## src/logic/csb_pkg.sv

```systemverilog
// Contract
// [RULE1] setup always carries forward and backward peak_cell_rate
// [RULE2] no best-effort or management-options field sent
// [RULE3] bearer class class_x_bearer, traffic type constant rate
// [RULE4] timing field says end-to-end timing needed
// [RULE5] clipping and connection configuration both code zero
// [RULE6] both QoS class fields select class one
// [RULE7] forum-network coding standard is binary eleven
// [RULE8] plain network: coding zero, classes unspecified zero
// [RULE9] peer refusing adaptation parameters releases, cause 93
// [RULE10] adaptation type one, subtype two, every variant
// [RULE11] channelised rate: single-channel code or multi-channel code
// [RULE12] multiplier carries N, omitted when N is one
// [RULE13] channelised service always sends structure block size
// [RULE14] partial fill sends K, else field omitted
// [RULE15] DS1 unstructured rate is the 1544 code
// [RULE16] E1 unstructured rate is the 2048 code
// [RULE17] J2 unstructured rate is the 6312 code
// [RULE18] clock recovery: zero sync, one timestamp, two adaptive
// [RULE19] channel is point-to-point between addressed endpoints
// [RULE20] adaptation and low_layer_info_element always included
// [RULE21] E1 unstructured requests 5447 cells per second
// [RULE22] received differing field raises mismatch, names element
`default_nettype none
package csb_pkg;
    // ************************************************************
    // register map
    // ************************************************************
    localparam logic [7:0] REG_CTRL = 8'h00;
    localparam logic [7:0] REG_NCHAN = 8'h04;
    localparam logic [7:0] REG_BLK = 8'h08;
    localparam logic [7:0] REG_KFILL = 8'h0C;
    localparam logic [7:0] REG_PCR = 8'h10;
    localparam logic [7:0] REG_STATUS = 8'h14;
    localparam int CTRL_SVC_LSB = 0;
    localparam int CTRL_CLKREC_LSB = 4;
    localparam int CTRL_ITU_BIT = 8;
    localparam int CTRL_PFILL_BIT = 9;
    localparam int CTRL_START_BIT = 16;
    localparam int ST_BUSY_BIT = 0;
    localparam int ST_DONE_BIT = 1;
    localparam int ST_MISM_BIT = 2;
    localparam int ST_ELEM_LSB = 4;
    localparam logic [7:0] RST_NCHAN = 8'h01;
    localparam logic [15:0] RST_BLK = 16'h0001;
    localparam logic [7:0] RST_KFILL = 8'h2F;
    localparam logic [23:0] RST_PCR = 24'h00_1547;
    // ************************************************************
    // field codes
    // ************************************************************
    localparam logic [23:0] PCR_E1 = 24'h00_1547;
    localparam logic [4:0] BCLASS_X = 5'h10;
    localparam logic [2:0] TRAFFIC_CBR = 3'h1;
    localparam logic [1:0] TIMING_E2E = 2'h1;
    localparam logic [1:0] CLIP_NONE = 2'h0;
    localparam logic [1:0] UPCC_P2P = 2'h0;
    localparam logic [1:0] QOS_STD_FORUM = 2'h3;
    localparam logic [1:0] QOS_STD_PLAIN = 2'h0;
    localparam logic [7:0] QOS_CLASS1 = 8'h01;
    localparam logic [7:0] QOS_CLASS0 = 8'h00;
    localparam logic [7:0] AAL_TYPE1 = 8'h01;
    localparam logic [7:0] AAL_SUB_CIRC = 8'h02;
    localparam logic [7:0] RATE_64 = 8'h01;
    localparam logic [7:0] RATE_NX64 = 8'h40;
    localparam logic [7:0] RATE_DS1 = 8'h04;
    localparam logic [7:0] RATE_E1 = 8'h10;
    localparam logic [7:0] RATE_J2 = 8'h05;
    localparam logic [3:0] ELEM_TD = 4'h1;
    localparam logic [3:0] ELEM_BBC = 4'h2;
    localparam logic [3:0] ELEM_QOS = 4'h3;
    localparam logic [3:0] ELEM_AAL = 4'h4;
    localparam logic [3:0] ELEM_LLI = 4'h5;

    typedef enum logic [1:0] {SVC_NX64, SVC_DS1, SVC_E1, SVC_J2} csb_svc_t;
    typedef enum logic [4:0] {
        F_TD_FWD, F_TD_BWD, F_TD_BEST, F_TD_TMOPT,
        F_BBC_CLASS, F_BBC_TRAFFIC, F_BBC_TIMING, F_BBC_CLIP, F_BBC_UPCC,
        F_QOS_CODING, F_QOS_FWD, F_QOS_BWD,
        F_AAL_TYPE, F_AAL_SUB, F_AAL_RATE, F_AAL_MULT, F_AAL_BLK,
        F_AAL_PFILL, F_AAL_CLKREC, F_LLI, F_END
    } csb_field_t;
    typedef struct packed {
        csb_svc_t svc;
        logic [1:0] clkrec;
        logic itu;
        logic pfill;
        logic [7:0] nchan;
        logic [15:0] blk;
        logic [7:0] kfill;
        logic [23:0] peak_cell_rate;
    } csb_cfg_t;

    function automatic logic field_present(csb_field_t f, csb_cfg_t c);
        logic chan;
        chan = (c.svc == SVC_NX64);
        unique case (f)
            F_TD_BEST, F_TD_TMOPT, F_END: return 1'b0; // [RULE2]
            F_AAL_MULT: return chan && (c.nchan > 8'h01); // [RULE12]
            F_AAL_BLK: return chan; // [RULE13]
            F_AAL_PFILL: return c.pfill; // [RULE14]
            F_AAL_CLKREC: return !chan; // [RULE18]
            default: return (f < F_END); // [RULE1] [RULE20]
        endcase
    endfunction

    function automatic logic [23:0] field_value(csb_field_t f, csb_cfg_t c);
        logic [7:0] q;
        q = c.itu ? QOS_CLASS0 : QOS_CLASS1; // [RULE6] [RULE8]
        unique case (f)
            F_TD_FWD, F_TD_BWD: return (c.svc == SVC_E1) ? PCR_E1 : c.peak_cell_rate; // [RULE21]
            F_BBC_CLASS: return 24'(BCLASS_X); // [RULE3]
            F_BBC_TRAFFIC: return 24'(TRAFFIC_CBR); // [RULE3]
            F_BBC_TIMING: return 24'(TIMING_E2E); // [RULE4]
            F_BBC_CLIP: return 24'(CLIP_NONE); // [RULE5]
            F_BBC_UPCC: return 24'(UPCC_P2P); // [RULE5] [RULE19]
            F_QOS_CODING: return 24'(c.itu ? QOS_STD_PLAIN : QOS_STD_FORUM); // [RULE7] [RULE8]
            F_QOS_FWD, F_QOS_BWD: return 24'(q);
            F_AAL_TYPE: return 24'(AAL_TYPE1); // [RULE10]
            F_AAL_SUB: return 24'(AAL_SUB_CIRC); // [RULE10]
            F_AAL_RATE: begin
                unique case (c.svc)
                    SVC_NX64: return 24'((c.nchan > 8'h01) ? RATE_NX64 : RATE_64); // [RULE11]
                    SVC_DS1: return 24'(RATE_DS1); // [RULE15]
                    SVC_E1: return 24'(RATE_E1); // [RULE16]
                    SVC_J2: return 24'(RATE_J2); // [RULE17]
                endcase
            end
            F_AAL_MULT: return 24'(c.nchan); // [RULE12]
            F_AAL_BLK: return 24'(c.blk); // [RULE13]
            F_AAL_PFILL: return 24'(c.kfill); // [RULE14]
            F_AAL_CLKREC: return 24'(c.clkrec); // [RULE18]
            default: return 24'h00_0000;
        endcase
    endfunction

    function automatic logic [3:0] elem_of(csb_field_t f);
        if (f <= F_TD_TMOPT) return ELEM_TD;
        if (f <= F_BBC_UPCC) return ELEM_BBC;
        if (f <= F_QOS_BWD) return ELEM_QOS;
        if (f <= F_AAL_CLKREC) return ELEM_AAL;
        if (f == F_LLI) return ELEM_LLI;
        return 4'h0;
    endfunction

    function automatic csb_field_t next_field(csb_field_t f, csb_cfg_t c);
        csb_field_t r;
        r = F_END;
        for (int i = int'(F_END) - 1; i > int'(f); i--) begin
            if (field_present(csb_field_t'(i[4:0]), c)) begin
                r = csb_field_t'(i[4:0]);
            end
        end
        return r;
    endfunction
endpackage
`default_nettype wire

```

## src/logic/csb_chk_if.sv

```systemverilog
`timescale 1ns/100ps
`default_nettype none
interface csb_chk_if;
    import csb_pkg::*;
    logic clr;
    csb_cfg_t cfg;
    logic rx_valid;
    csb_field_t rx_field;
    logic [23:0] rx_value;
    logic mism;
    logic [3:0] elem;
    modport top (output clr, cfg, rx_valid, rx_field, rx_value, input mism, elem);
    modport chk (input clr, cfg, rx_valid, rx_field, rx_value, output mism, elem);
endinterface
`default_nettype wire

```

## src/logic/csb_checker.sv

```systemverilog
`timescale 1ns/100ps
`default_nettype none
module csb_checker
    import csb_pkg::*;
(
    input wire logic mclk_in,
    input wire logic rst_in,
    csb_chk_if.chk chk
);
    typedef struct packed {
        logic mism;
        logic [3:0] elem;
    } csb_chk_state_t;

    csb_chk_state_t cur_ff, nxt_st;
    logic bad;

    // ************************************************************
    // received field compare
    // ************************************************************
    assign bad = chk.rx_valid && (!field_present(chk.rx_field, chk.cfg) ||
                 chk.rx_value != field_value(chk.rx_field, chk.cfg));

    always_comb begin
        nxt_st = cur_ff;
        if (chk.clr) begin
            nxt_st.mism = 1'b0;
        end
        if (bad && !(cur_ff.mism && !chk.clr)) begin
            nxt_st.mism = 1'b1; // [RULE22]
            nxt_st.elem = elem_of(chk.rx_field);
        end
    end

    always_ff @(posedge mclk_in or posedge rst_in) begin
        if (rst_in) begin
            cur_ff <= '0;
        end else begin
            cur_ff <= nxt_st;
        end
    end

    assign chk.mism = cur_ff.mism;
    assign chk.elem = cur_ff.elem;
endmodule
`default_nettype wire

```

## src/logic/csb_ie_builder.sv

```systemverilog
// Local design decisions: the APB slave port and the register addresses.
`timescale 1ns/100ps
`default_nettype none
module csb_ie_builder
    import csb_pkg::*;
(
    input wire logic mclk_in,
    input wire logic rst_in,
    input wire logic psel_in,
    input wire logic penable_in,
    input wire logic pwrite_in,
    input wire logic [7:0] paddr_in,
    input wire logic [31:0] pwdata_in,
    output logic pready_out,
    output logic [31:0] prdata_out,
    output logic pslverr_out,
    output logic tx_valid_out,
    input wire logic tx_ready_in,
    output logic [3:0] tx_elem_out,
    output logic [4:0] tx_field_out,
    output logic [23:0] tx_value_out,
    output logic tx_last_out,
    output logic busy_out,
    input wire logic rx_valid_in,
    input wire logic [4:0] rx_field_in,
    input wire logic [23:0] rx_value_in,
    output logic mismatch_out,
    output logic [3:0] mismatch_elem_out
);
    typedef enum logic {ST_IDLE, ST_EMIT} csb_state_t;
    typedef struct packed {
        csb_cfg_t cfg;
        csb_cfg_t run;
        csb_state_t fsm;
        csb_field_t fid;
        logic [3:0] elem;
        logic [23:0] value;
        logic done;
        logic clr;
        logic [31:0] prdata;
    } csb_top_state_t;

    csb_top_state_t cur_ff, nxt_st;
    csb_chk_if chk_bus();
    logic acc_wr;
    logic setup_rd;
    logic hit;
    logic start;
    csb_field_t nxt_fid;

    // ************************************************************
    // apb decode
    // ************************************************************
    assign acc_wr = psel_in && penable_in && pwrite_in;
    assign setup_rd = psel_in && !penable_in && !pwrite_in;
    assign hit = (paddr_in == REG_CTRL) || (paddr_in == REG_NCHAN) ||
                 (paddr_in == REG_BLK) || (paddr_in == REG_KFILL) ||
                 (paddr_in == REG_PCR) || (paddr_in == REG_STATUS);
    assign pready_out = 1'b1;
    assign pslverr_out = psel_in && penable_in && !hit;
    assign prdata_out = cur_ff.prdata;

    assign start = acc_wr && (paddr_in == REG_CTRL) && pwdata_in[CTRL_START_BIT] &&
                   (cur_ff.fsm == ST_IDLE);
    assign nxt_fid = next_field(cur_ff.fid, cur_ff.run);

    // ************************************************************
    // next state
    // ************************************************************
    always_comb begin
        nxt_st = cur_ff;
        nxt_st.clr = 1'b0;
        if (acc_wr) begin
            unique case (paddr_in)
                REG_CTRL: begin
                    nxt_st.cfg.svc = csb_svc_t'(pwdata_in[CTRL_SVC_LSB +: 2]);
                    nxt_st.cfg.clkrec = (pwdata_in[CTRL_CLKREC_LSB +: 2] == 2'h3) ? 2'h2 :
                                        pwdata_in[CTRL_CLKREC_LSB +: 2]; // [RULE18]
                    nxt_st.cfg.itu = pwdata_in[CTRL_ITU_BIT];
                    nxt_st.cfg.pfill = pwdata_in[CTRL_PFILL_BIT];
                end
                REG_NCHAN: nxt_st.cfg.nchan = pwdata_in[7:0];
                REG_BLK: nxt_st.cfg.blk = pwdata_in[15:0];
                REG_KFILL: nxt_st.cfg.kfill = pwdata_in[7:0];
                REG_PCR: nxt_st.cfg.peak_cell_rate = pwdata_in[23:0];
                REG_STATUS: nxt_st.clr = pwdata_in[ST_MISM_BIT];
                default: ;
            endcase
        end
        if (setup_rd) begin
            nxt_st.prdata = 32'h0000_0000;
            unique case (paddr_in)
                REG_CTRL: begin
                    nxt_st.prdata[CTRL_SVC_LSB +: 2] = cur_ff.cfg.svc;
                    nxt_st.prdata[CTRL_CLKREC_LSB +: 2] = cur_ff.cfg.clkrec;
                    nxt_st.prdata[CTRL_ITU_BIT] = cur_ff.cfg.itu;
                    nxt_st.prdata[CTRL_PFILL_BIT] = cur_ff.cfg.pfill;
                end
                REG_NCHAN: nxt_st.prdata[7:0] = cur_ff.cfg.nchan;
                REG_BLK: nxt_st.prdata[15:0] = cur_ff.cfg.blk;
                REG_KFILL: nxt_st.prdata[7:0] = cur_ff.cfg.kfill;
                REG_PCR: nxt_st.prdata[23:0] = cur_ff.cfg.peak_cell_rate;
                REG_STATUS: begin
                    nxt_st.prdata[ST_BUSY_BIT] = (cur_ff.fsm == ST_EMIT);
                    nxt_st.prdata[ST_DONE_BIT] = cur_ff.done;
                    nxt_st.prdata[ST_MISM_BIT] = chk_bus.mism;
                    nxt_st.prdata[ST_ELEM_LSB +: 4] = chk_bus.elem;
                end
                default: ;
            endcase
        end
        unique case (cur_ff.fsm)
            ST_IDLE: begin
                if (start) begin
                    // snapshot so later writes cannot tear a message
                    nxt_st.run = nxt_st.cfg;
                    nxt_st.fid = F_TD_FWD; // [RULE1]
                    nxt_st.elem = ELEM_TD;
                    nxt_st.value = field_value(F_TD_FWD, nxt_st.cfg);
                    nxt_st.done = 1'b0;
                    nxt_st.fsm = ST_EMIT;
                end
            end
            ST_EMIT: begin
                if (tx_ready_in) begin
                    if (nxt_fid == F_END) begin
                        nxt_st.fsm = ST_IDLE;
                        nxt_st.done = 1'b1;
                    end else begin
                        nxt_st.fid = nxt_fid; // [RULE2] [RULE20]
                        nxt_st.elem = elem_of(nxt_fid);
                        nxt_st.value = field_value(nxt_fid, cur_ff.run);
                    end
                end
            end
        endcase
    end

    always_ff @(posedge mclk_in or posedge rst_in) begin
        if (rst_in) begin
            cur_ff <= '0;
            cur_ff.cfg.svc <= SVC_E1;
            cur_ff.cfg.nchan <= RST_NCHAN;
            cur_ff.cfg.blk <= RST_BLK;
            cur_ff.cfg.kfill <= RST_KFILL;
            cur_ff.cfg.peak_cell_rate <= RST_PCR;
            cur_ff.fsm <= ST_IDLE;
            cur_ff.fid <= F_TD_FWD;
        end else begin
            cur_ff <= nxt_st;
        end
    end

    // ************************************************************
    // outputs and checker
    // ************************************************************
    assign tx_valid_out = (cur_ff.fsm == ST_EMIT);
    assign tx_elem_out = cur_ff.elem;
    assign tx_field_out = cur_ff.fid;
    assign tx_value_out = cur_ff.value;
    assign tx_last_out = tx_valid_out && (nxt_fid == F_END);
    assign busy_out = tx_valid_out;

    assign chk_bus.clr = cur_ff.clr;
    assign chk_bus.cfg = cur_ff.cfg;
    assign chk_bus.rx_valid = rx_valid_in;
    assign chk_bus.rx_field = csb_field_t'(rx_field_in);
    assign chk_bus.rx_value = rx_value_in;
    assign mismatch_out = chk_bus.mism;
    assign mismatch_elem_out = chk_bus.elem;

    csb_checker u_chk (
        .mclk_in(mclk_in),
        .rst_in(rst_in),
        .chk(chk_bus.chk)
    );
endmodule
`default_nettype wire

```

## config.mk

```make
export PLATFORM = sky130hd
export DESIGN_NAME = csb_ie_builder
export DESIGN_NICKNAME = d
export VERILOG_FILES = /design/src/logic/csb_pkg.sv /design/src/logic/csb_chk_if.sv /design/src/logic/csb_checker.sv /design/src/logic/csb_ie_builder.sv
export SDC_FILE = /design/constraint.sdc
export NUM_CORES = 1
export LEC_CHECK = 0
export BUFFER_PORTS_ARGS = -buffer_cell sky130_fd_sc_hd__buf_4
export CAP_MARGIN = 20
export CORE_MARGIN = 2
export CORE_UTILIZATION = 52
export CTS_CLUSTER_SIZE = 20
export DETAILED_ROUTE_END_ITERATION = 10
export HOLD_SLACK_MARGIN = 0.1
export PLACE_DENSITY = 0.74
export REMOVE_ABC_BUFFERS = 1
export SETUP_SLACK_MARGIN = 0.1
export SLEW_MARGIN = 10
export SYNTH_ARGS = -nofsm -noshare
export SYNTH_HDL_FRONTEND = slang
export SYNTH_SLANG_ARGS = --single-unit
```

## constraint.sdc

```tcl
create_clock -name mclk_in -period 7 [get_ports mclk_in]
set_input_delay 1.4 -clock mclk_in [delete_from_list [all_inputs] [get_ports mclk_in]]
set_output_delay 1.4 -clock mclk_in [all_outputs]
set_load 0.005 [all_outputs]
```

# After elaboration in Yosys (flattened, before gate mapping)
# Cells that the tools add are included.
[word_totals] reg_bits=189 latch_bits=0 word_cells=540 ram_bits=0 in_bits=76 out_inout_bits=75 romBits=0 memories=0
[classes] muxes=388 shifts=0 bitwise=1 n_eq_ne=52 n_lt_le_gt_ge=30 n_reduce_logical=44 addsub=0 div=0 mul=0
[op_table] op="one-hot mux 24 bit (11 select lines)" count=2
[op_table] op="two-way mux 5 bit" count=85
[op_table] op="two-way mux 1 bit" count=247
[op_table] op="one-hot mux 24 bit (4 select lines)" count=2
[op_table] op="two-way mux 24 bit" count=4
[op_table] op="two-way mux 4 bit" count=24
[op_table] op="== test 5 x 4 -> 1 bit, second input constant" count=14
[op_table] op="two-way mux 35 bit" count=2
[op_table] op="one-hot mux 35 bit (2 select lines)" count=1
[op_table] op="two-way mux 62 bit" count=1
[op_table] op="== test 5 bit, second input constant" count=10
[op_table] op="> comparator 4 x 5 -> 1 bit, first input constant" count=8
[op_table] op="two-way mux 33 bit" count=1
[op_table] op="== test 5 x 3 -> 1 bit, second input constant" count=6
[op_table] op="two-way mux 8 bit" count=3
[op_table] op="!= test 24 bit" count=1
[op_table] op="one-hot mux 2 bit (6 select lines)" count=2
[op_table] op="> comparator 3 x 5 -> 1 bit, first input constant" count=4
[op_table] op="> comparator 5 bit, first input constant" count=4
[op_table] op="less-or-equal comparator 5 x 4 -> 1 bit, second input constant" count=4
[op_table] op="== test 8 x 4 -> 1 bit, second input constant" count=2
[op_table] op="== test 8 x 5 -> 1 bit, second input constant" count=2
[op_table] op="> comparator 8 x 1 -> 1 bit, second input constant" count=2
[op_table] op="two-way mux 16 bit" count=1
[op_table] op="33 further kinds" count=83

# Depth between registers and ports, before layout
# Gate-level depths: netlist (run 1).
[depth] depth_word=123 ltp_mapped=10 depth_no_buf=8

# Cells and area by module
# From an unflattened synthesis (run 1), not the netlist that was laid out.
[hier_totals] cells_unflattened=1045 area_unflattened_um2=10138.5
[modules_own_cells] mod="csb_ie_builder" n_inst=1 area_each_um2=8854.7 seq_area_each_um2=4598.2 cells_per_inst=875
[modules_own_cells] mod="csb_checker" n_inst=1 area_each_um2=1283.7 seq_area_each_um2=100.1 cells_per_inst=170

# Worst setup path after synthesis (run 1)
# No wires, ideal clock.
[synth_path] path_type="input to output" startpoint="input port paddr_in[3]" endpoint="output port pslverr_out" n_path_buf=2 slack_ns=3.193 required_ns=5.600 t_arrival_ns=2.407 stages=4 path_cell_list="clkbuf_1 buf_1 nand2_1 a31oi_1"
[synth_between] elab_chain_cells=8 word_cells_on_any_way=13 cone_classes="eq/ne (5); reduce/logical (8)"
[synth_rtl] item="from (decl)" line="csb_ie_builder.sv:12" text="input wire logic [7:0] paddr_in,"
[synth_rtl] item="== test 8 x 3 -> 1 bit or zero test 8 bit (tied branches)" line="csb_ie_builder.sv:56" text="assign hit = (paddr_in == REG_CTRL) || (paddr_in == REG_NCHAN) ||"
[synth_rtl] item="logical OR 1 bit (2 in series)" line="csb_ie_builder.sv:56"
[synth_rtl] item="logical OR 1 bit (2 in series)" line="csb_ie_builder.sv:57" text="(paddr_in == REG_BLK) || (paddr_in == REG_KFILL) ||"
[synth_rtl] item="logical OR 1 bit (*)" line="csb_ie_builder.sv:58" text="(paddr_in == REG_PCR) || (paddr_in == REG_STATUS);"
[synth_rtl] item="zero test 1 bit (*)" line="csb_ie_builder.sv:60" text="assign pslverr_out = psel_in && penable_in && !hit;"
[synth_rtl] item="logical AND 1 bit (*)" line="csb_ie_builder.sv:60"
[synth_rtl] item="to (decl)" line="csb_ie_builder.sv:16" text="output logic pslverr_out,"
# Mark *: on every way between the ends. The rest lies on a longest branch, timed or not.

# Worst setup path after layout (run 1)
[layout_path] startpoint="input port paddr_in[1]" endpoint="register cur_ff (netlist bit tx_value_out[14])"
[layout_between] elab_chain_cells=7 word_cells_on_any_way=14 cone_classes="eq/ne (3); mux (6); reduce/logical (5)"
[layout_rtl] item="zero test 8 bit" line="csb_ie_builder.sv:63, csb_ie_builder.sv:74"
[layout_rtl] item="two-way mux 6 bit" line="csb_ie_builder.sv:74" text="unique case (paddr_in)"
[layout_rtl] item="two-way mux 62 bit" line="csb_ie_builder.sv:73" text="if (acc_wr) begin"
[layout_rtl] item="== test 2 bit" line="csb_pkg.sv:110" text="F_TD_FWD, F_TD_BWD: return (c.svc == SVC_E1) ? PCR_E1 : c.peak_cell_rate;"
[layout_rtl] item="two-way mux 24 bit" line="csb_pkg.sv:110"
[layout_rtl] item="two-way mux 35 bit" line="csb_ie_builder.sv:114" text="if (start) begin"
[layout_rtl] item="one-hot mux 35 bit (2 select lines)" line="csb_ie_builder.sv:112" text="unique case (cur_ff.fsm)"
[layout_rtl] item="to (signal assigned)" line="csb_ie_builder.sv:150" text="cur_ff <= nxt_st;"
[layout_rtl] item="to (decl)" line="csb_ie_builder.sv:43" text="csb_top_state_t cur_ff, nxt_st;"
# Several ways; a longest one is shown, not always the timed one. The select of a mux whose other input is x is not followed.
# A chain may end at the register's enable or synchronous reset.

==> results_dict.tcl, run 1 <==
set metrics [dict create \
    grt_overflow 0 \
    hold_path.class "flop to flop" \
    slew_headroom_pct 33.7 \
    worstReg2RegEnd "tx_value_out[1]" \
    cts_num_sinks 187 \
    critPathArrivalTime_ns 4.39 \
    diodes 0 \
    synthSimpleGateAreaFrac_pct 15.9 \
    hp-start "prdata_out[16]" \
    synthMuxAreaShare_pct 11.2 \
    setup_ws_ns 2.99 \
    die_area_mm2 0.0206 \
    synth_compound_area_share_pct 16.2 \
    synth_cell_types 76 \
    worst-setup-path-type "primary input to flop" \
    yosysSeqAreaShare_pct 46.4 \
    async_flop_share_pct 100 \
    synth.cell_area_mm2 0.0101 \
    die_w_um 143 \
    nFillCells 1675 \
    status "complete, no violations" \
    coreArea_mm2 0.0193 \
    ys_warn_count 0 \
    ant_nets 0 \
    viasPerCell 6.01 \
    hpwl_um 19700 \
    synth_fa_ha_area_share_pct 0 \
    fin_nets 1153 \
    dp_slack_ns 2.56 \
    totalWireLength_um 28500 \
    grt_pass1_vias 7897 \
    worst_pin_slew_ns 0.991 \
    first_iter_violations 696 \
    wl_per_cell_um 21.1 \
    crit_path_end_kind "flop" \
    hold_depth 2 \
    start_util_pct 52.5 \
    path_max_fanout 17 \
    port_buffers 131 \
    layout-drive-gt1-share_pct 25.5 \
    instances_no_fill 1355 \
    synth-seq-cells 187 \
    tns_ns 0 \
    placedCellCount 1322 \
    report.final.slew_viol_count 0 \
    cts_buffers 17 \
    r2r-start "tx_field_out[1]" \
    cp.required_ns 7.38 \
    cts_resized 0 \
    clock_skew_ns 0.0138 \
    dr.pass1.iters 6 \
    num_rows 51 \
    ios 151 \
    max_freq_mhz 250 \
    grt_max_degree 120 \
    cts_setup_buffers 0 \
    rsz0062_at_grt "false" \
    final-setup-viol-count 0 \
    period_minus_slack_ns 4.01 \
    synth_edf_count 0 \
    areaGrowthSynthToFinish_pct 13.2 \
    synthFlopType "dfrtp_1" \
    place.gp.congestion 0.953 \
    clock_latency_ns 0.44 \
    startpoint_type "primary input" \
    peakVddDrop_mv 0.170 \
    vias 8139 \
    die_height_um 143 \
    reg2regPathDepth 7 \
    stdcell_area_mm2 0.0115 \
    clk_path_buf_depth 2 \
    synth_top_family_by_area "compound AO/OA/AOI/OAI gates" \
    clkSlewWorstSetupHoldPaths_ns 0.07 \
    cts_hold_buf 0 \
    synth-xor-area-share_pct 1.30 \
    p_leak_nw 5.34 \
    hold-worst-slack_ns 0.467 \
    reg2reg_slack_ns 3.68 \
    multi_input_area_mm2 0.00459 \
    register_area_mm2 0.00470 \
    pwr_density_cell_mw_per_mm2 213 \
    netlist_instances 1029 \
    syn_area_per_cell_um2 9.83 \
    grt_antenna_before_repair 0 \
    route.detailed.drc 0 \
    cts_tree "yes" \
    worst_hold_path.endpoint "prdata_out[16]" \
    gr-usage-all-layers_pct 28.4 \
    grt_pass1_wl_um 44100 \
    fin_crit_sh_pct 57.2 \
    hold_viol 0 \
    root_buffer "clkbuf_16" \
    htreeDepth 4 \
    dpl_cell_area_mm2 0.0109 \
    drv_cap 0 \
]
==> worst max-delay path, stage by stage <==
cell and delay [ns]:
buf_4 0.11, nor4_2 0.34, nor3b_4 0.55, nand2_2 0.30
mux2i_1 0.45, nand2_1 0.67, o221ai_1 0.41, o21a_1 0.15
==> cells in the mapped netlist (all sizes together) (11+ instances only) <==
cell type	n	area, um2
a221oi	18	158
a22oi	18	135
nand4	14	87.6
nand2	141	532
o21a	12	90.1
inv	32	120
mux2i	34	340
nor3	15	80.1
o21ai	68	340
nor2	52	195
a31oi	11	68.8
a21oi	41	209
nor2b	23	144
mux2	62	698
dfstp	15	394
clkbuf	37	139
dfrtp	172	4300
buf	91	636
nand3	23	115
==> flip-flops by register name (all words and copies together), names as in the netlist <==
| register | count |
|---|---|
| busy_out | 1 |
| chk_bus.cfg | 62 |
| chk_bus.clr | 1 |
| cur_ff | 63 |
| prdata_out | 24 |
| tx_elem_out | 3 |
| tx_field_out | 5 |
| tx_value_out | 24 |
| u_chk.chk.elem | 3 |
| u_chk.chk.mism | 1 |
==> worst max-delay path by stage <==
stage	start	end	slack [ns]	cells past startpoint
CTS	rx_field_in[3]	u_chk.chk.elem[0]	3.02	10
global route	paddr_in[1]	tx_value_out[14]	2.75	8
detailed placement	paddr_in[1]	tx_value_out[14]	2.56	8
floorplan	rst_in	busy_out	0.54	1
global placement	paddr_in[1]	tx_value_out[14]	2.60	8
finish	paddr_in[1]	tx_value_out[14]	2.99	8
==> power by group <==
group / internal (mW) / total, mW / leakage (nW) / switching, mW
logic: 0.121 / 0.293 / 2.54 / 0.172
registers: 1.11 / 1.15 / 2.51 / 0.0396
clock network: 0.575 / 0.998 / 0.291 / 0.423
total: 1.81 / 2.44 / 5.34 / 0.634
==> cell usage in the layout (no fill, tap or decap), drive strengths merged, types with 7 or more instances in the layout <==
cell,instances
o31ai,8
nor4,10
nor2b,23
clkbuf,22
buf,148
nand3,23
and2,8
mux2,62
nand2,141
nor3,15
nand2b,9
dfstp,15
a21oi,41
mux2i,34
conb,11
a221oi,18
inv,34
nand4,14
a31oi,11
nor3b,7
and3,8
dfrtp,172
o21a,12
a221o,9
xnor2,9
o21ai,68
a22oi,18
nor2,52
==> kinds of logic (layout without fill, tap and decap cells) <==
family / Yosys count / after routing
buf+inv: 161 / 213
xor+xnor: 15 / 15
mux: 100 / 100
compound gates: 239 / 239
other cells: 2 / 11
flops: 187 / 187
simple gates: 325 / 325
==> through the flow <==
step | utilization, % | total power [mW]
floorplan | - | 1.30
global placement | 56.3 | 1.46
detailed placement | 56.3 | 1.46
CTS | 59.4 | 2.45
global route | 59.4 | 2.53
finish | 59.4 | 2.44
==> cell type report <==
cell class | count | area share [%]
Clock buffer | 22 | 3.97
Clock inverter | 10 | 1.27
Inverter | 33 | 1.15
Multi-Input combinational cell | 690 | 40.0
Sequential cell | 187 | 41.0
Tap cell | 265 | 2.89
Timing Repair Buffer | 148 | 9.68
==> per-layer routing <==
layer | global-route usage, % | vias up | wire length (um)
met2 | 46.1 | 339 | 13800
met5 | 0 | - | 0
met3 | 4.50 | 51 | 1720
met1 | 38.4 | 4057 | 12300
met4 | 10.7 | 0 | 748
li1 | - | 3692 | -
Power figures use the tool's default switching activity.
==> run 2: changes to the inputs <==
--- a/config.mk
+++ b/config.mk
@@ -5,6 +5,7 @@
 export SDC_FILE = /design/constraint.sdc
 export NUM_CORES = 1
 export LEC_CHECK = 0
+export ABC_AREA = 1
 export BUFFER_PORTS_ARGS = -buffer_cell sky130_fd_sc_hd__buf_4
 export CAP_MARGIN = 20
 export CORE_MARGIN = 2
==> constraint.sdc (replaced) <==
create_clock -name mclk_in -period 3.8 [get_ports mclk_in]
set_input_delay 0.76 -clock mclk_in [delete_from_list [all_inputs] [get_ports mclk_in]]
set_output_delay 0.76 -clock mclk_in [all_outputs]
set_load 0.005 [all_outputs]
==> run 2 against run 1 <==
Against the previous run:
- core utilization rose by 1.4 points
- synthesized area fell by 0.62%
- synthesized cell count rose by 26%
- setup slack got worse by 2.2 ns
- total power rose by 140%
- critical endpoint is now tx_value_out[5]
- count of clock-buffer cells in the layout fell by 4
- combinational power rose to 6.2 times the previous value
- register-to-register slack got worse by 2.9 ns
==> results_dict.tcl, run 2 <==
set metrics [dict create \
    slowest_delay_ns 0.55 \
    path_cells "nor2_2 > nand2_1 > nor2_1 > o21ai_1 > nand2_1 > nand2_1 > nor2_1 > buf_4 > nand3_2 > inv_2 > nand2_1 > nand3b_1 > nand3_1 > nand3_1" \
    totalPowerFinal_mw 5.89 \
    pwr_density_cell_mw_per_mm2 513 \
    nFillCells 1693 \
    fin_util_pct 60.9 \
    synthFlopType "dfrtp_1" \
    cts_num_sinks 187 \
    wl_per_cell_um 18.0 \
    synth_top_family_by_area "simple AND/OR/NAND/NOR gates" \
    yosysTopAreaCellShare_pct 42.8 \
    synth_edf_count 0 \
    ant_nets 0 \
    synth-seq-cells 187 \
    clock_latency_ns 0.45 \
    worst-setup-path-type "flop to flop" \
    cts_buffers 17 \
    viasPerCell 5.50 \
    start_util_pct 53.4 \
    crit_path_end_kind "flop" \
    yosysSeqAreaShare_pct 46.7 \
    cts_hold_buf 0 \
    cts_tree "yes" \
    cp.required_ns 4.18 \
    num_rows 50 \
    max_freq_mhz 332 \
    synth_cell_types 51 \
    first_iter_violations 933 \
    cts_setup_buffers 0 \
    grt_pass1_wl_um 46700 \
    layout-drive-gt1-share_pct 17.0 \
    crit_start "tx_field_out[4]" \
    route.detailed.drc 0 \
    synth_compound_area_share_pct 14.6 \
    status "complete, no violations" \
    report.final.slew_viol_count 0 \
    yosysMostFrequentCell "nand2_1" \
    largest_reg_flops 63 \
    dp_slack_ns 0.596 \
    startpoint_type "flop" \
    final_cell_mix "nand2_1, dfrtp_1, inv_1, buf_4, o21ai_0" \
    synth.cell_area_mm2 0.0101 \
    path_max_fanout 9 \
    areaGrowthSynthToFinish_pct 14.0 \
    rsz0062_at_grt "false" \
    synthMuxAreaShare_pct 0 \
    setup_ws_ns 0.786 \
    die_area_mm2 0.0205 \
    coreArea_mm2 0.0188 \
    grt_max_degree 104 \
    tns_ns 0 \
    synthSimpleGateAreaFrac_pct 24.4 \
    hold_path.class "primary input to asynchronous set/reset pin" \
    dpl_cell_area_mm2 0.0109 \
    synthTopCellsByArea "dfrtp_1, nand2_1, o21ai_0" \
    grt_antenna_before_repair 0 \
    hold-worst-slack_ns 0.411 \
    htreeDepth 4 \
    grt_pass1_vias 8563 \
    ys_top_cells_by_count "nand2_1, dfrtp_1, inv_1" \
    multi_input_area_mm2 0.00408 \
    peakVddDrop_mv 0.477 \
    grt_overflow 0 \
    fin_nets 1441 \
    place.gp.congestion 0.945 \
    critPathArrivalTime_ns 3.39 \
    port_buffers 131 \
    r2r-start "tx_field_out[4]" \
    drv_cap 0 \
    vias 9013 \
    path_buf_inv 2 \
    diodes 0 \
    p_leak_nw 5.73 \
    hpwl_um 22000 \
    clkSlewWorstSetupHoldPaths_ns 0.08 \
    synth_fa_ha_area_share_pct 0 \
    cts_resized 0 \
    clk_path_buf_depth 2 \
    async_flop_share_pct 100 \
    fin_crit_sh_pct 79.3 \
    synth_top_area_cell "dfrtp_1" \
    syn_area_per_cell_um2 7.77 \
    ys_warn_count 0 \
    gr-usage-all-layers_pct 29.7 \
    slew_headroom_pct 47.6 \
    worst_pin_slew_ns 0.783 \
    crit_family "simple AND/OR/NAND/NOR gates" \
    instances_no_fill 1638 \
    top_register "cur_ff" \
    crit_top_cell "nand2_1" \
    period_minus_slack_ns 3.01 \
    root_buffer "clkbuf_16" \
    netlist_instances 1294 \
    hold_viol 0 \
    die_w_um 143 \
    top_regs "cur_ff x63, chk_bus.cfg x62" \
    placedCellCount 1606 \
    final-setup-viol-count 0 \
    totalWireLength_um 29500 \
    clock_skew_ns 0.0125 \
    die_height_um 143 \
    mostFrequentLayoutCell "nand2_1" \
    slowest_stage "nor2_1" \
    dr.pass1.iters 6 \
    stdcell_area_mm2 0.0115 \
    synth-xor-area-share_pct 1.13 \
    ios 151 \
    register_area_mm2 0.00470 \
]
[run 2: cell types whose count changed after synthesis, sizes merged, moves of 27 or more]
cell / previous run / this run
o21ai: 68 / 150
inv: 32 / 161
mux2i: 34 / 0
nand3: 23 / 62
o22ai: 3 / 30
nor2: 52 / 101
mux2: 62 / 0
nand2: 141 / 354
[run 2: routing by layer]
metal	track usage (%)	vias to the layer above	wire, um
met3	4.83	39	2260
met4	9.33	0	601
met5	0	-	0
met1	43.3	4293	13300
met2	45.6	385	13400
li1	-	4296	-
[run 2: logic make-up (layout without fill, tap and decap cells)]
group / count (synthesis) / count (layout)
flip-flops: 187 / 187
other: 2 / 11
AO/OA/AOI/OAI: 255 / 255
XOR/XNOR: 13 / 13
AND/OR/NAND/NOR: 568 / 568
buffers and inverters: 269 / 344
[run 2: path summary, 6_finish.rpt]
path | to | slack (ns) | cells after the start
setup / recovery | tx_value_out[5] | 0.79 | 14
hold / removal | prdata_out[17] | 0.41 | 2
setup reg to reg | tx_value_out[5] | 0.79 | 14
hold reg to reg | cur_ff[76] | 0.47 | 2
max in group asynchronous | chk_bus.cfg[26] | 2.47 | 3
min in group mclk_in | cur_ff[76] | 0.47 | 2
[run 2: area by class of cell]
cell class,count,share of cell area (%)
inverters,162,5.35
clock inverters,14,1.24
multi-input cells,847,35.6
clock buffers,18,3.83
well taps,260,2.84
repair buffers,150,10.2
flip-flops and latches,187,41.0
[run 2: where the power goes]
part	total [mW]	switching (mW)	internal, mW
combinational	1.83	1.18	0.649
sequential	2.27	0.131	2.14
clock	1.78	0.884	0.895
